**src/design/pmx_mii_regs.vh**
```
// Constants for the MII transmit, receive-error and tri-state path
`ifndef PMX_MII_REGS_VH
`define PMX_MII_REGS_VH

// Rates in kHz; half periods of the MII clocks are derived in mclk cycles
`define PMX_MCLK_KHZ      100000
`define PMX_FAST_KHZ      25000
`define PMX_SLOW_KHZ      2500
`define PMX_HALF_FAST     ((`PMX_MCLK_KHZ / `PMX_FAST_KHZ) / 2)
`define PMX_HALF_SLOW     ((`PMX_MCLK_KHZ / `PMX_SLOW_KHZ) / 2)
`define PMX_DIV_W         5

// Symbol codes and widths
`define PMX_SYM_W         5
`define PMX_NIB_W         4
`define PMX_HALT_SYM      5'h04
`define PMX_TEST_SYM      5'h1F
`define PMX_FIFO_DEPTH    16

`endif

```
**src/design/pmx_mii.v**
```verilog
// MII transmit clock, transmit sampling with fast-rate error substitution, fast-rate receive error and tri-state
`timescale 1ns/10ps
`include "pmx_mii_regs.vh"


// ****************************************
// Symbol FIFO
// ****************************************
module pmx_fifo #(
    parameter WIDTH = `PMX_SYM_W,
    parameter DEPTH = `PMX_FIFO_DEPTH,
    parameter AW    = 4
) (
    input  wire             mclk,
    input  wire             srst,
    input  wire [WIDTH-1:0] in_data,
    input  wire             in_valid,
    output reg              in_ready,
    output reg  [WIDTH-1:0] out_data,
    output reg              out_valid,
    input  wire             out_ready
);
    reg  [WIDTH-1:0] mem [0:DEPTH-1];
    reg  [AW-1:0]    wr_ptr;
    reg  [AW-1:0]    rd_ptr;
    reg  [AW:0]      count;
    wire             push;
    wire             pop;
    reg  [AW:0]      next_count;

    assign push = in_valid && in_ready;
    // Load the output register when it is empty or being taken
    assign pop  = (count != {(AW+1){1'b0}}) && (!out_valid || out_ready);

    always @* begin
        next_count = count;
        if (push && !pop) begin
            next_count = count + 1'b1;
        end else if (pop && !push) begin
            next_count = count - 1'b1;
        end
    end

    always @(posedge mclk) begin
        if (push) begin
            mem[wr_ptr] <= in_data;
        end
    end

    always @(posedge mclk) begin
        if (srst) begin
            wr_ptr    <= {AW{1'b0}};
            rd_ptr    <= {AW{1'b0}};
            count     <= {(AW+1){1'b0}};
            in_ready  <= 1'b1;
            out_valid <= 1'b0;
            out_data  <= {WIDTH{1'b0}};
        end else begin
            count    <= next_count;
            // Ready is registered from the next fill level
            in_ready <= (next_count < DEPTH[AW:0]);
            if (push) begin
                wr_ptr <= wr_ptr + 1'b1;
            end
            if (pop) begin
                out_data  <= mem[rd_ptr];
                out_valid <= 1'b1;
                rd_ptr    <= rd_ptr + 1'b1;
            end else if (out_ready) begin
                out_valid <= 1'b0;
            end
        end
    end
endmodule // pmx_fifo

// ****************************************
// MII PHY-side path
// ****************************************
module pmx_mii #(
    parameter [`PMX_SYM_W-1:0] TEST_SYM = `PMX_TEST_SYM
) (
    input  wire                  mclk,
    input  wire                  srst,
    input  wire                  speed_100,
    input  wire                  err_code_test,
    output reg                   tx_clk,
    input  wire                  tx_en,
    input  wire                  tx_er,
    input  wire [`PMX_NIB_W-1:0] txd,
    output reg                   tx_active,
    output wire                  tx_fifo_ready,
    output wire [`PMX_SYM_W-1:0] line_sym,
    output wire                  line_valid,
    input  wire                  line_ready,
    input  wire [`PMX_NIB_W-1:0] rx_nib_in,
    input  wire                  rx_ssd_det,
    input  wire                  rx_esd_det,
    input  wire                  rx_sig_err,
    input  wire                  rx_false_carrier,
    input  wire                  rx_tristate_request,
    output reg                   rx_clk,
    output reg  [`PMX_NIB_W-1:0] rxd,
    output reg                   rx_dv,
    output reg                   rx_er,
    output reg                   rx_oe_n
);
    // ****************************************
    // Input synchronisers
    // ****************************************
    reg  [6:0] sync_a;
    reg  [6:0] sync_b;
    wire       s_en;
    wire       s_er;
    wire [3:0] s_txd;
    wire       s_tri;

    always @(posedge mclk) begin
        if (srst) begin
            sync_a <= 7'h00;
            sync_b <= 7'h00;
        end else begin
            sync_a <= {rx_tristate_request, tx_en, tx_er, txd};
            sync_b <= sync_a;
        end
    end

    assign s_tri = sync_b[6];
    assign s_en  = sync_b[5];
    assign s_er  = sync_b[4];
    assign s_txd = sync_b[3:0];

    // ****************************************
    // MII clock divider
    // ****************************************
    reg  [`PMX_DIV_W-1:0] div_cnt;
    wire [`PMX_DIV_W-1:0] half_lim;
    wire                  half_tick;
    wire                  rise_evt;
    wire                  fall_evt;

    // End counts are cut to the divider width on purpose; the slow half
    // period is what sets how wide the divider must be.
    localparam integer HALF_FAST_END = `PMX_HALF_FAST - 1;
    localparam integer HALF_SLOW_END = `PMX_HALF_SLOW - 1;

    assign half_lim  = speed_100 ? HALF_FAST_END[`PMX_DIV_W-1:0]
                                 : HALF_SLOW_END[`PMX_DIV_W-1:0];
    assign half_tick = (div_cnt >= half_lim);
    assign rise_evt  = half_tick && !tx_clk;
    assign fall_evt  = half_tick && tx_clk;

    always @(posedge mclk) begin
        if (srst) begin
            div_cnt <= {`PMX_DIV_W{1'b0}};
            tx_clk  <= 1'b0;
            rx_clk  <= 1'b0;
        end else if (half_tick) begin
            div_cnt <= {`PMX_DIV_W{1'b0}};
            tx_clk  <= !tx_clk;
            rx_clk  <= !tx_clk;
        end else begin
            div_cnt <= div_cnt + 1'b1;
        end
    end

    // ****************************************
    // Transmit sampling and coding
    // ****************************************
    function [`PMX_SYM_W-1:0] enc4b5b;
        input [`PMX_NIB_W-1:0] nib;
        begin
            case (nib)
                4'h0:    enc4b5b = 5'h1E;
                4'h1:    enc4b5b = 5'h09;
                4'h2:    enc4b5b = 5'h14;
                4'h3:    enc4b5b = 5'h15;
                4'h4:    enc4b5b = 5'h0A;
                4'h5:    enc4b5b = 5'h0B;
                4'h6:    enc4b5b = 5'h0E;
                4'h7:    enc4b5b = 5'h0F;
                4'h8:    enc4b5b = 5'h12;
                4'h9:    enc4b5b = 5'h13;
                4'hA:    enc4b5b = 5'h16;
                4'hB:    enc4b5b = 5'h17;
                4'hC:    enc4b5b = 5'h1A;
                4'hD:    enc4b5b = 5'h1B;
                4'hE:    enc4b5b = 5'h1C;
                default: enc4b5b = 5'h1D;
            endcase
        end
    endfunction

    reg  [`PMX_SYM_W-1:0] next_sym;
    reg  [`PMX_SYM_W-1:0] wr_sym;
    reg                   wr_valid;
    wire                  fifo_in_ready;

    always @* begin
        next_sym = {1'b0, s_txd};
        if (speed_100) begin
            if (s_er) begin
                next_sym = err_code_test ? TEST_SYM : `PMX_HALT_SYM;
            end else begin
                next_sym = enc4b5b(s_txd);
            end
        end
    end

    // Sampling falls on the generated rising edge; the MAC is never stalled,
    // and words are dropped when the FIFO is full, which tx_fifo_ready reports.
    always @(posedge mclk) begin
        if (srst) begin
            wr_sym    <= {`PMX_SYM_W{1'b0}};
            wr_valid  <= 1'b0;
            tx_active <= 1'b0;
        end else begin
            wr_valid <= 1'b0;
            if (rise_evt) begin
                tx_active <= s_en;
                if (s_en) begin
                    wr_sym   <= next_sym;
                    wr_valid <= 1'b1;
                end
            end
        end
    end

    pmx_fifo #(
        .WIDTH (`PMX_SYM_W),
        .DEPTH (`PMX_FIFO_DEPTH),
        .AW    (4)
    ) u_fifo (
        .mclk      (mclk),
        .srst      (srst),
        .in_data   (wr_sym),
        .in_valid  (wr_valid),
        .in_ready  (fifo_in_ready),
        .out_data  (line_sym),
        .out_valid (line_valid),
        .out_ready (line_ready)
    );

    assign tx_fifo_ready = fifo_in_ready;

    // ****************************************
    // Receive valid, data and error
    // ****************************************
    // Limitation: rx_clk comes from the local divider, not from line timing
    reg                  pend_ssd;
    reg                  pend_end;
    reg                  pend_err;
    reg                  pend_fc;
    reg                  in_frame;
    reg                  next_frame;
    reg [`PMX_NIB_W-1:0] rx_hold;

    // Events between receive clock updates are held; a new event wins over
    // the clear done at the update.
    always @(posedge mclk) begin
        if (srst) begin
            pend_ssd <= 1'b0;
            pend_end <= 1'b0;
            pend_err <= 1'b0;
            pend_fc  <= 1'b0;
            rx_hold  <= 4'h0;
        end else begin
            pend_ssd <= rx_ssd_det || (pend_ssd && !fall_evt);
            pend_end <= rx_esd_det || (pend_end && !fall_evt);
            pend_err <= rx_sig_err || (pend_err && !fall_evt);
            pend_fc  <= rx_false_carrier || (pend_fc && !fall_evt);
            rx_hold  <= rx_nib_in;
        end
    end

    always @* begin
        next_frame = in_frame;
        if (pend_end || pend_err) begin
            next_frame = 1'b0;
        end else if (pend_ssd) begin
            next_frame = 1'b1;
        end
    end

    // rxd, rx_dv and rx_er move at the falling update so they are stable at the rise; rx_oe_n follows every cycle
    always @(posedge mclk) begin
        if (srst) begin
            in_frame <= 1'b0;
            rxd      <= 4'h0;
            rx_dv    <= 1'b0;
            rx_er    <= 1'b0;
            rx_oe_n  <= 1'b1;
        end else begin
            rx_oe_n <= s_tri;
            if (fall_evt) begin
                in_frame <= next_frame;
                rx_dv    <= next_frame;
                rxd      <= next_frame ? rx_hold : 4'h0;
                rx_er    <= speed_100 &&
                            ((in_frame && pend_err) || (!in_frame && pend_fc));
            end
        end
    end
endmodule // pmx_mii

```
**config.mk**
```make
export PLATFORM = sky130hd
export DESIGN_NAME = pmx_mii
export DESIGN_NICKNAME = d
export VERILOG_FILES = /design/src/design/pmx_mii.v
export VERILOG_INCLUDE_DIRS = /design/src /design/src/design
export SDC_FILE = /design/constraint.sdc
export NUM_CORES = 1
export LEC_CHECK = 0
export ABC_AREA = 1
export BUFFER_PORTS_ARGS = -buffer_cell sky130_fd_sc_hd__buf_2
export CORE_UTILIZATION = 30
export CTS_CLUSTER_DIAMETER = 60
export CTS_CLUSTER_SIZE = 16
export DETAILED_ROUTE_END_ITERATION = 16
export PLACE_DENSITY = 0.46
export SKIP_CTS_REPAIR_TIMING = 1
export SLEW_MARGIN = 30
export SYNTH_ARGS = -nofsm -noshare
export SYNTH_HDL_FRONTEND = slang
export SYNTH_SLANG_ARGS = --single-unit
```
**constraint.sdc**
```tcl
create_clock -name mclk -period 5.1 [get_ports mclk]
set_input_delay 0.765 -clock mclk [delete_from_list [all_inputs] [get_ports mclk]]
set_output_delay 0.765 -clock mclk [all_outputs]
set_load 0.02 [all_outputs]
```
Yosys cells after proc, flatten, opt, wreduce, memory -nomap -nowiden. Memories as Yosys holds them, arrays and structs flattened. A register that Yosys moved wholly into a read port is not among the register bits. Cells that the tools add are included.

$add $sub $neg: 5. $mul: 0. Divide/modulo/power cells: 0. Magnitude comparators: 2. Eq/ne operators: 0. Shifts and indexed selects: 0. Multiplexer cells: 15. Bitwise operators: 1. Reduce and logical (&&, ||, !) cells: 31.

Operator list (count): two-way mux 5 bit (6); logical AND 1 bit (13); adder 5 x 1 -> 5 bit (second input constant) (2); adder 4 x 1 -> 4 bit (second input constant) (2); two-way mux 4 bit (2); logical OR 1 bit (7); two-way mux 1 bit (7); zero test 1 bit (6); >= comparator 5 bit (1); less-than comparator 5 bit (second input constant) (1); nonzero test 5 bit (1); subtractor 5 x 1 -> 5 bit (second input constant) (1); OR reduction 2 bit (2); AND reduction 2 bit (1); nonzero test 2 bit (1); NOT 1 bit (1).

Register bits: 57. Latch bits: 0. Bits in writable memories: 80. Memory bits (read-only): 80. Bits of input ports: 20. Memories: 2.

Memories: (name not given) (words 16, bits a word 5, rd ports 1, clocked after Yosys merged registers in 1, write ports 0, line pmx_mii.v:172) `case (nib)`; u_fifo.mem (words 16, bits a word 5, rd ports 1, clocked after Yosys merged registers in 1, write ports 1, line pmx_mii.v:23) `reg [WIDTH-1:0] mem [0:DEPTH-1];`.

Longest topological paths before layout.
Word-level depth: 7. Mapped depth: 15. Gate-level depth less buffers: 14.

Modules after synthesis. From an unflattened synthesis, not the netlist that was laid out.

Cell total of the unflattened synthesis: 702. Area, all modules: 6291.0 um2.

Modules (own cells, without submodules): pmx_fifo (instances 1, cells an instance 474, area an instance 4515.6 um2, sequential area each 2802.7 um2); pmx_mii (instances 1, cells an instance 228, area an instance 1775.5 um2, sequential area each 940.9 um2).

Worst setup path before layout. No wires, ideal clock.

Path kind: input to register. Start: in line_ready. End: reg u_fifo.count[2]. Setup time: 116 ps. Arrival time: 1816 ps. Slack: 3168 ps. Cell stages on the path: 12. Buffers on the path: 1. Cells stage by stage: inv_1 -> nand2_1 -> nand2_4 -> inv_4 -> buf_6 -> ha_1 -> inv_1 -> nor2_1 -> a21oi_1 -> o21ai_0 -> o211ai_1 -> inv_1.

Word-level cells in the longest chain between the ends: 5.

RTL lines: start: declaration (line pmx_mii.v:94) `input wire line_ready,`; logical OR 1 bit * (line pmx_mii.v:33) `assign pop = (count != {(AW+1){1'b0}}) && (!out_valid || out_ready);`; logical AND 1 bit * (line pmx_mii.v:33); named net u_fifo.pop (line pmx_mii.v:28) `wire pop;`; logical AND 1 bit or zero test 1 bit (tied branches) (line pmx_mii.v:39, pmx_mii.v:37); two-way mux 5 bit or logical AND 1 bit (tied branches) (line pmx_mii.v:39, pmx_mii.v:37); two-way mux 5 bit * (line pmx_mii.v:37) `if (push && !pop) begin`; end signal: assignment (line pmx_mii.v:54) `count <= {(AW+1){1'b0}};`; end signal: assignment (line pmx_mii.v:59) `count <= next_count;`; end: declaration (line pmx_mii.v:26) `reg [AW:0] count;`.

Mark *: on every way through the listed nets, which the timed path passes. The rest lies on a longest branch. A chain may end at the register's enable or synchronous reset.

==> flow_results.xml <==
<?xml version="1.0" encoding="UTF-8"?>
<metrics>
  <group name="yosys">
    <metric name="async_flop_share" unit="%">0</metric>
    <metric name="ys_types" unit="">41</metric>
    <metric name="synth-seq-cells" unit="">147</metric>
    <metric name="netlist_area" unit="um^2">6256</metric>
    <metric name="postSynthCellCount" unit="">675</metric>
    <metric name="netlist_top_cells_area" unit="">edfxtp_1 38%, dfxtp_1 21%, nand2_1 9.8%, inv_1 5.9%, nand3_1 5.9%</metric>
    <metric name="synth_seq_area_share" unit="%">59.84</metric>
    <metric name="yosys.cell_count.top_type" unit="">nand2_1</metric>
    <metric name="synth_adder_area_share" unit="%">2.400</metric>
    <metric name="synth-edff-count" unit="">80</metric>
    <metric name="yosys-top-cells-count" unit="">164 x nand2_1, 99 x inv_1, 80 x edfxtp_1, 74 x nand3_1, 69 x nor2_1</metric>
    <metric name="yosys.area.top_type_share" unit="%">38.40</metric>
    <metric name="synth_warnings" unit="">0</metric>
    <metric name="synthesis.nets" unit="">707</metric>
    <metric name="muxShareOfSynthArea" unit="%">0</metric>
    <metric name="synth-main-ff-cell" unit="">edfxtp_1</metric>
    <metric name="synth_area_per_cell" unit="um^2">9.268</metric>
    <metric name="synth-compound-area-share" unit="%">5.040</metric>
    <metric name="synth_top_cell_by_area" unit="">edfxtp_1</metric>
    <metric name="post_synth_and_or_nand_nor_area_fraction" unit="%">23.08</metric>
    <metric name="synth_top_family_by_area" unit="">simple AND/OR/NAND/NOR gates</metric>
    <metric name="yosys.area_share.xor_xnor" unit="%">1.120</metric>
  </group>
  <group name="route">
    <metric name="detailedRoute.firstPassIterationCount" unit="">5</metric>
    <metric name="avgRoutedWirePerCell" unit="um">13.60</metric>
    <metric name="detailroute.via_count" unit="">4304</metric>
    <metric name="drc_errors" unit="">0</metric>
    <metric name="antenna_left" unit="">0</metric>
    <metric name="drtIter0Drc" unit="">193</metric>
    <metric name="detail_route.wirelength" unit="um">13470</metric>
    <metric name="vias_per_cell" unit="">4.347</metric>
  </group>
  <group name="worst_setup_path">
    <metric name="timing_worst_setup_path_type" unit="">register to register</metric>
    <metric name="timing.critical_path.cells" unit="">inv_1 -&gt; nand3_1 -&gt; nand3_1 -&gt; nand3_1 -&gt; nand3_1 -&gt; nand2_1 -&gt; inv_1</metric>
    <metric name="crit_arrival" unit="ns">2.66</metric>
    <metric name="critical_path_required" unit="ns">5.41</metric>
    <metric name="cp_common_cell" unit="">nand3_1</metric>
    <metric name="critPathCaptureType" unit="">register</metric>
    <metric name="critPathLaunchType" unit="">register</metric>
    <metric name="worst_path_dominant_cell_family" unit="">flip-flops</metric>
    <metric name="critPathMaxFanout" unit="">23</metric>
    <metric name="worstPathBufferInverterCount" unit="">2</metric>
    <metric name="critical_path.max_stage_delay" unit="ns">0.92</metric>
    <metric name="standard_cell_with_the_maximum_stage_delay_on_the_critical_path" unit="">dfxtp_1</metric>
  </group>
  <group name="cts">
    <metric name="total_clock_buffers_created_by_cts" unit="">17</metric>
    <metric name="cts.path.max_buffers" unit="">2</metric>
    <metric name="h-tree-depth" unit="">4</metric>
    <metric name="worstSkewPairLatency" unit="ns">0.42</metric>
    <metric name="tritoncts" unit="">yes</metric>
    <metric name="worst_setup_hold_path_clk_slew" unit="ns">0.06</metric>
    <metric name="clock_root_cell" unit="">clkbuf_16</metric>
    <metric name="numClockSinks" unit="">147</metric>
  </group>
  <group name="placed_design">
    <metric name="placed_cell_area" unit="um^2">6648</metric>
    <metric name="gpl.final_weighted_congestion" unit="">0.7745</metric>
    <metric name="hpwl" unit="um">9014</metric>
    <metric name="port_buffers" unit="">36</metric>
    <metric name="post-place-cells" unit="">958</metric>
  </group>
  <group name="sta">
    <metric name="timing.max_slew.rel_slack" unit="%">39.17</metric>
    <metric name="final_min_period" unit="ns">2.344</metric>
    <metric name="setup_viol" unit="">0</metric>
    <metric name="fin_setup_tns" unit="ns">0</metric>
    <metric name="max_freq" unit="MHz">426.6</metric>
    <metric name="worst_clock_skew" unit="ns">0.007939</metric>
    <metric name="rsz0062_at_grt" unit="">false</metric>
    <metric name="hold_ws" unit="ns">0.4037</metric>
    <metric name="period_share" unit="%">45.97</metric>
    <metric name="timing.final.hold_violations" unit="">0</metric>
    <metric name="timing.final.max_slew_violations" unit="">0</metric>
    <metric name="worst_pin_slew" unit="ns">0.9112</metric>
  </group>
  <group name="floorplan">
    <metric name="ios" unit="">37</metric>
    <metric name="dieHeight" unit="um">146.4</metric>
    <metric name="core_area" unit="um^2">20360</metric>
    <metric name="initial_core_utilization" unit="%">30.72</metric>
    <metric name="dieArea" unit="um^2">21430</metric>
    <metric name="dieWidth" unit="um">146.4</metric>
    <metric name="placementRows" unit="">52</metric>
  </group>
  <group name="power">
    <metric name="pwr-share-comb" unit="%">23.1</metric>
    <metric name="power.density_cell_area" unit="nW/um^2">474.4</metric>
    <metric name="switching_share" unit="%">32.31</metric>
    <metric name="power.static_leakage" unit="nW">3.157</metric>
    <metric name="p_clk_share" unit="%">36.3</metric>
    <metric name="worst_supply_voltage_drop_on_vdd" unit="mV">0.2809</metric>
    <metric name="power_frac_seq" unit="%">40.6</metric>
    <metric name="internal_power" unit="mW">2.329</metric>
    <metric name="net_switching_power_of_the_design" unit="mW">1.112</metric>
  </group>
  <group name="cells_and_area">
    <metric name="final_layout_size_suffix_gt1_share" unit="%">12.50</metric>
    <metric name="final-instance-count-excl-fill" unit="">990</metric>
    <metric name="post_layout_inst_area" unit="um^2">7253</metric>
    <metric name="fillCellCount" unit="">2075</metric>
    <metric name="layout.nets" unit="">739</metric>
    <metric name="diodes" unit="">0</metric>
    <metric name="layout_overhead_on_the_synthesized_area" unit="%">15.94</metric>
  </group>
  <group name="global_routing">
    <metric name="grt_first_pass_wirelength" unit="um">22400</metric>
    <metric name="first_global_vias" unit="">4388</metric>
    <metric name="antenna_found_initial" unit="">0</metric>
    <metric name="global_route.usage.total" unit="%">13.57</metric>
    <metric name="overflow" unit="">0</metric>
    <metric name="grt_start_max_net_pins" unit="">44</metric>
  </group>
  <group name="flow_run">
    <metric name="maxCapViolations" unit="">0</metric>
  </group>
  <group name="run_status">
    <metric name="run_status" unit="">finished, final reports clean</metric>
  </group>
  <group name="min_path">
    <metric name="min_path_type" unit="">register to register</metric>
  </group>
</metrics>
-- logic make-up after synthesis --
family / count (synthesis)
and+or+nand+nor: 327
DFF: 147
buffers and inverters: 129
AOI/OAI and AO/OA: 52
adders and majority gates: 12
xor gates and xnor gates: 8
-- power groups by stage --
stage	Combinational, mW	Sequential (mW)	Clock [mW]
floorplan	0.625	1.41	0
global placement	0.808	1.42	0
detailed placement	0.807	1.42	0
CTS	0.812	1.40	1.28
global route	0.923	1.41	1.33
finish	0.797	1.40	1.25
-- stage by stage --
| stage | util, % | setup WS [ns] | total power [mW] |
|---|---|---|---|
| 6_report | 35.62 | 2.756 | 3.441 |
| 5_1_grt | 35.62 | 2.604 | 3.660 |
| 4_1_cts | 35.62 | 2.795 | 3.490 |
| 3_5_place_dp | 32.64 | 2.609 | 2.228 |
| 3_3_place_gp | 32.64 | 2.674 | 2.228 |
| 2_1_floorplan | - | 3.168 | 2.040 |
-- cell usage in the layout (no fill, tap or decap), types with 2 or more instances in the layout --
master     synthesis  final
nand2_1          164    164
inv_1             99     99
edfxtp_1          80     80
nand3_1           74     74
nor2_1            69     69
dfxtp_1           67     67
buf_2             11     36
a21oi_1           24     24
clkbuf_16          0     21
o21ai_0           13     13
ha_1              12     12
xor2_1             6      6
inv_2              3      3
inv_4              2      3
nand3_4            3      3
nand3_2            3      3
o211ai_1           3      3
a21o_1             3      3
nand2_4            2      2
o31ai_1            2      2
nor4_1             2      2
xnor2_1            2      2
nor3_1             2      2
nand4_1            2      2
inv_6              0      2
clkinv_4           0      2
clkbuf_1           2      2
clkinv_2           0      2
-- registers in the layout, indices dropped and copies added (netlist names), 4 cells and up, named ones only --
register,count
wr_sym,5
u_fifo.wr_ptr,4
sync_b,7
u_fifo.rd_ptr,4
div_cnt,5
rx_hold,4
sync_a,7
u_fifo.mem,80
u_fifo.out_data,5
rxd,4
u_fifo.count,5
-- routing by layer --
metal  GRT usage [%]  routed length (um)
met4           5.156                 104
met1           16.69                6352
met3           2.844                 357
met2           23.26                6653
met5               0                   0
-- final timing paths --
path	startpoint	to	slack, ns	cells after the start
setup reg to reg	u_fifo.rd_ptr[1]	u_fifo.out_data[4]	2.76	7
hold reg to reg	sync_a[4]	sync_b[4]	0.40	2
hold / removal	sync_a[4]	sync_b[4]	0.40	2
setup / recovery	u_fifo.rd_ptr[1]	u_fifo.out_data[4]	2.76	7
-- tightest hold or removal path: stages, from the launching register on --
cell and delay [ns]:
dfxtp_1 0.30, inv_1 0.04, nor2_1 0.03
-- layout make-up --
| type | count | area [um^2] | share of cell area [%] |
|---|---|---|---|
| Sequential cell | 147 | 3744 | 51.61 |
| Multi-Input combinational cell | 399 | 1979 | 27.29 |
| Clock buffer | 24 | 546.8 | 7.538 |
| Inverter | 105 | 399.1 | 5.503 |
| Tap cell | 270 | 337.8 | 4.658 |
| Timing Repair Buffer | 37 | 187.7 | 2.588 |
| Clock inverter | 8 | 58.81 | 0.8108 |
(Power assumes the default switching activity.)
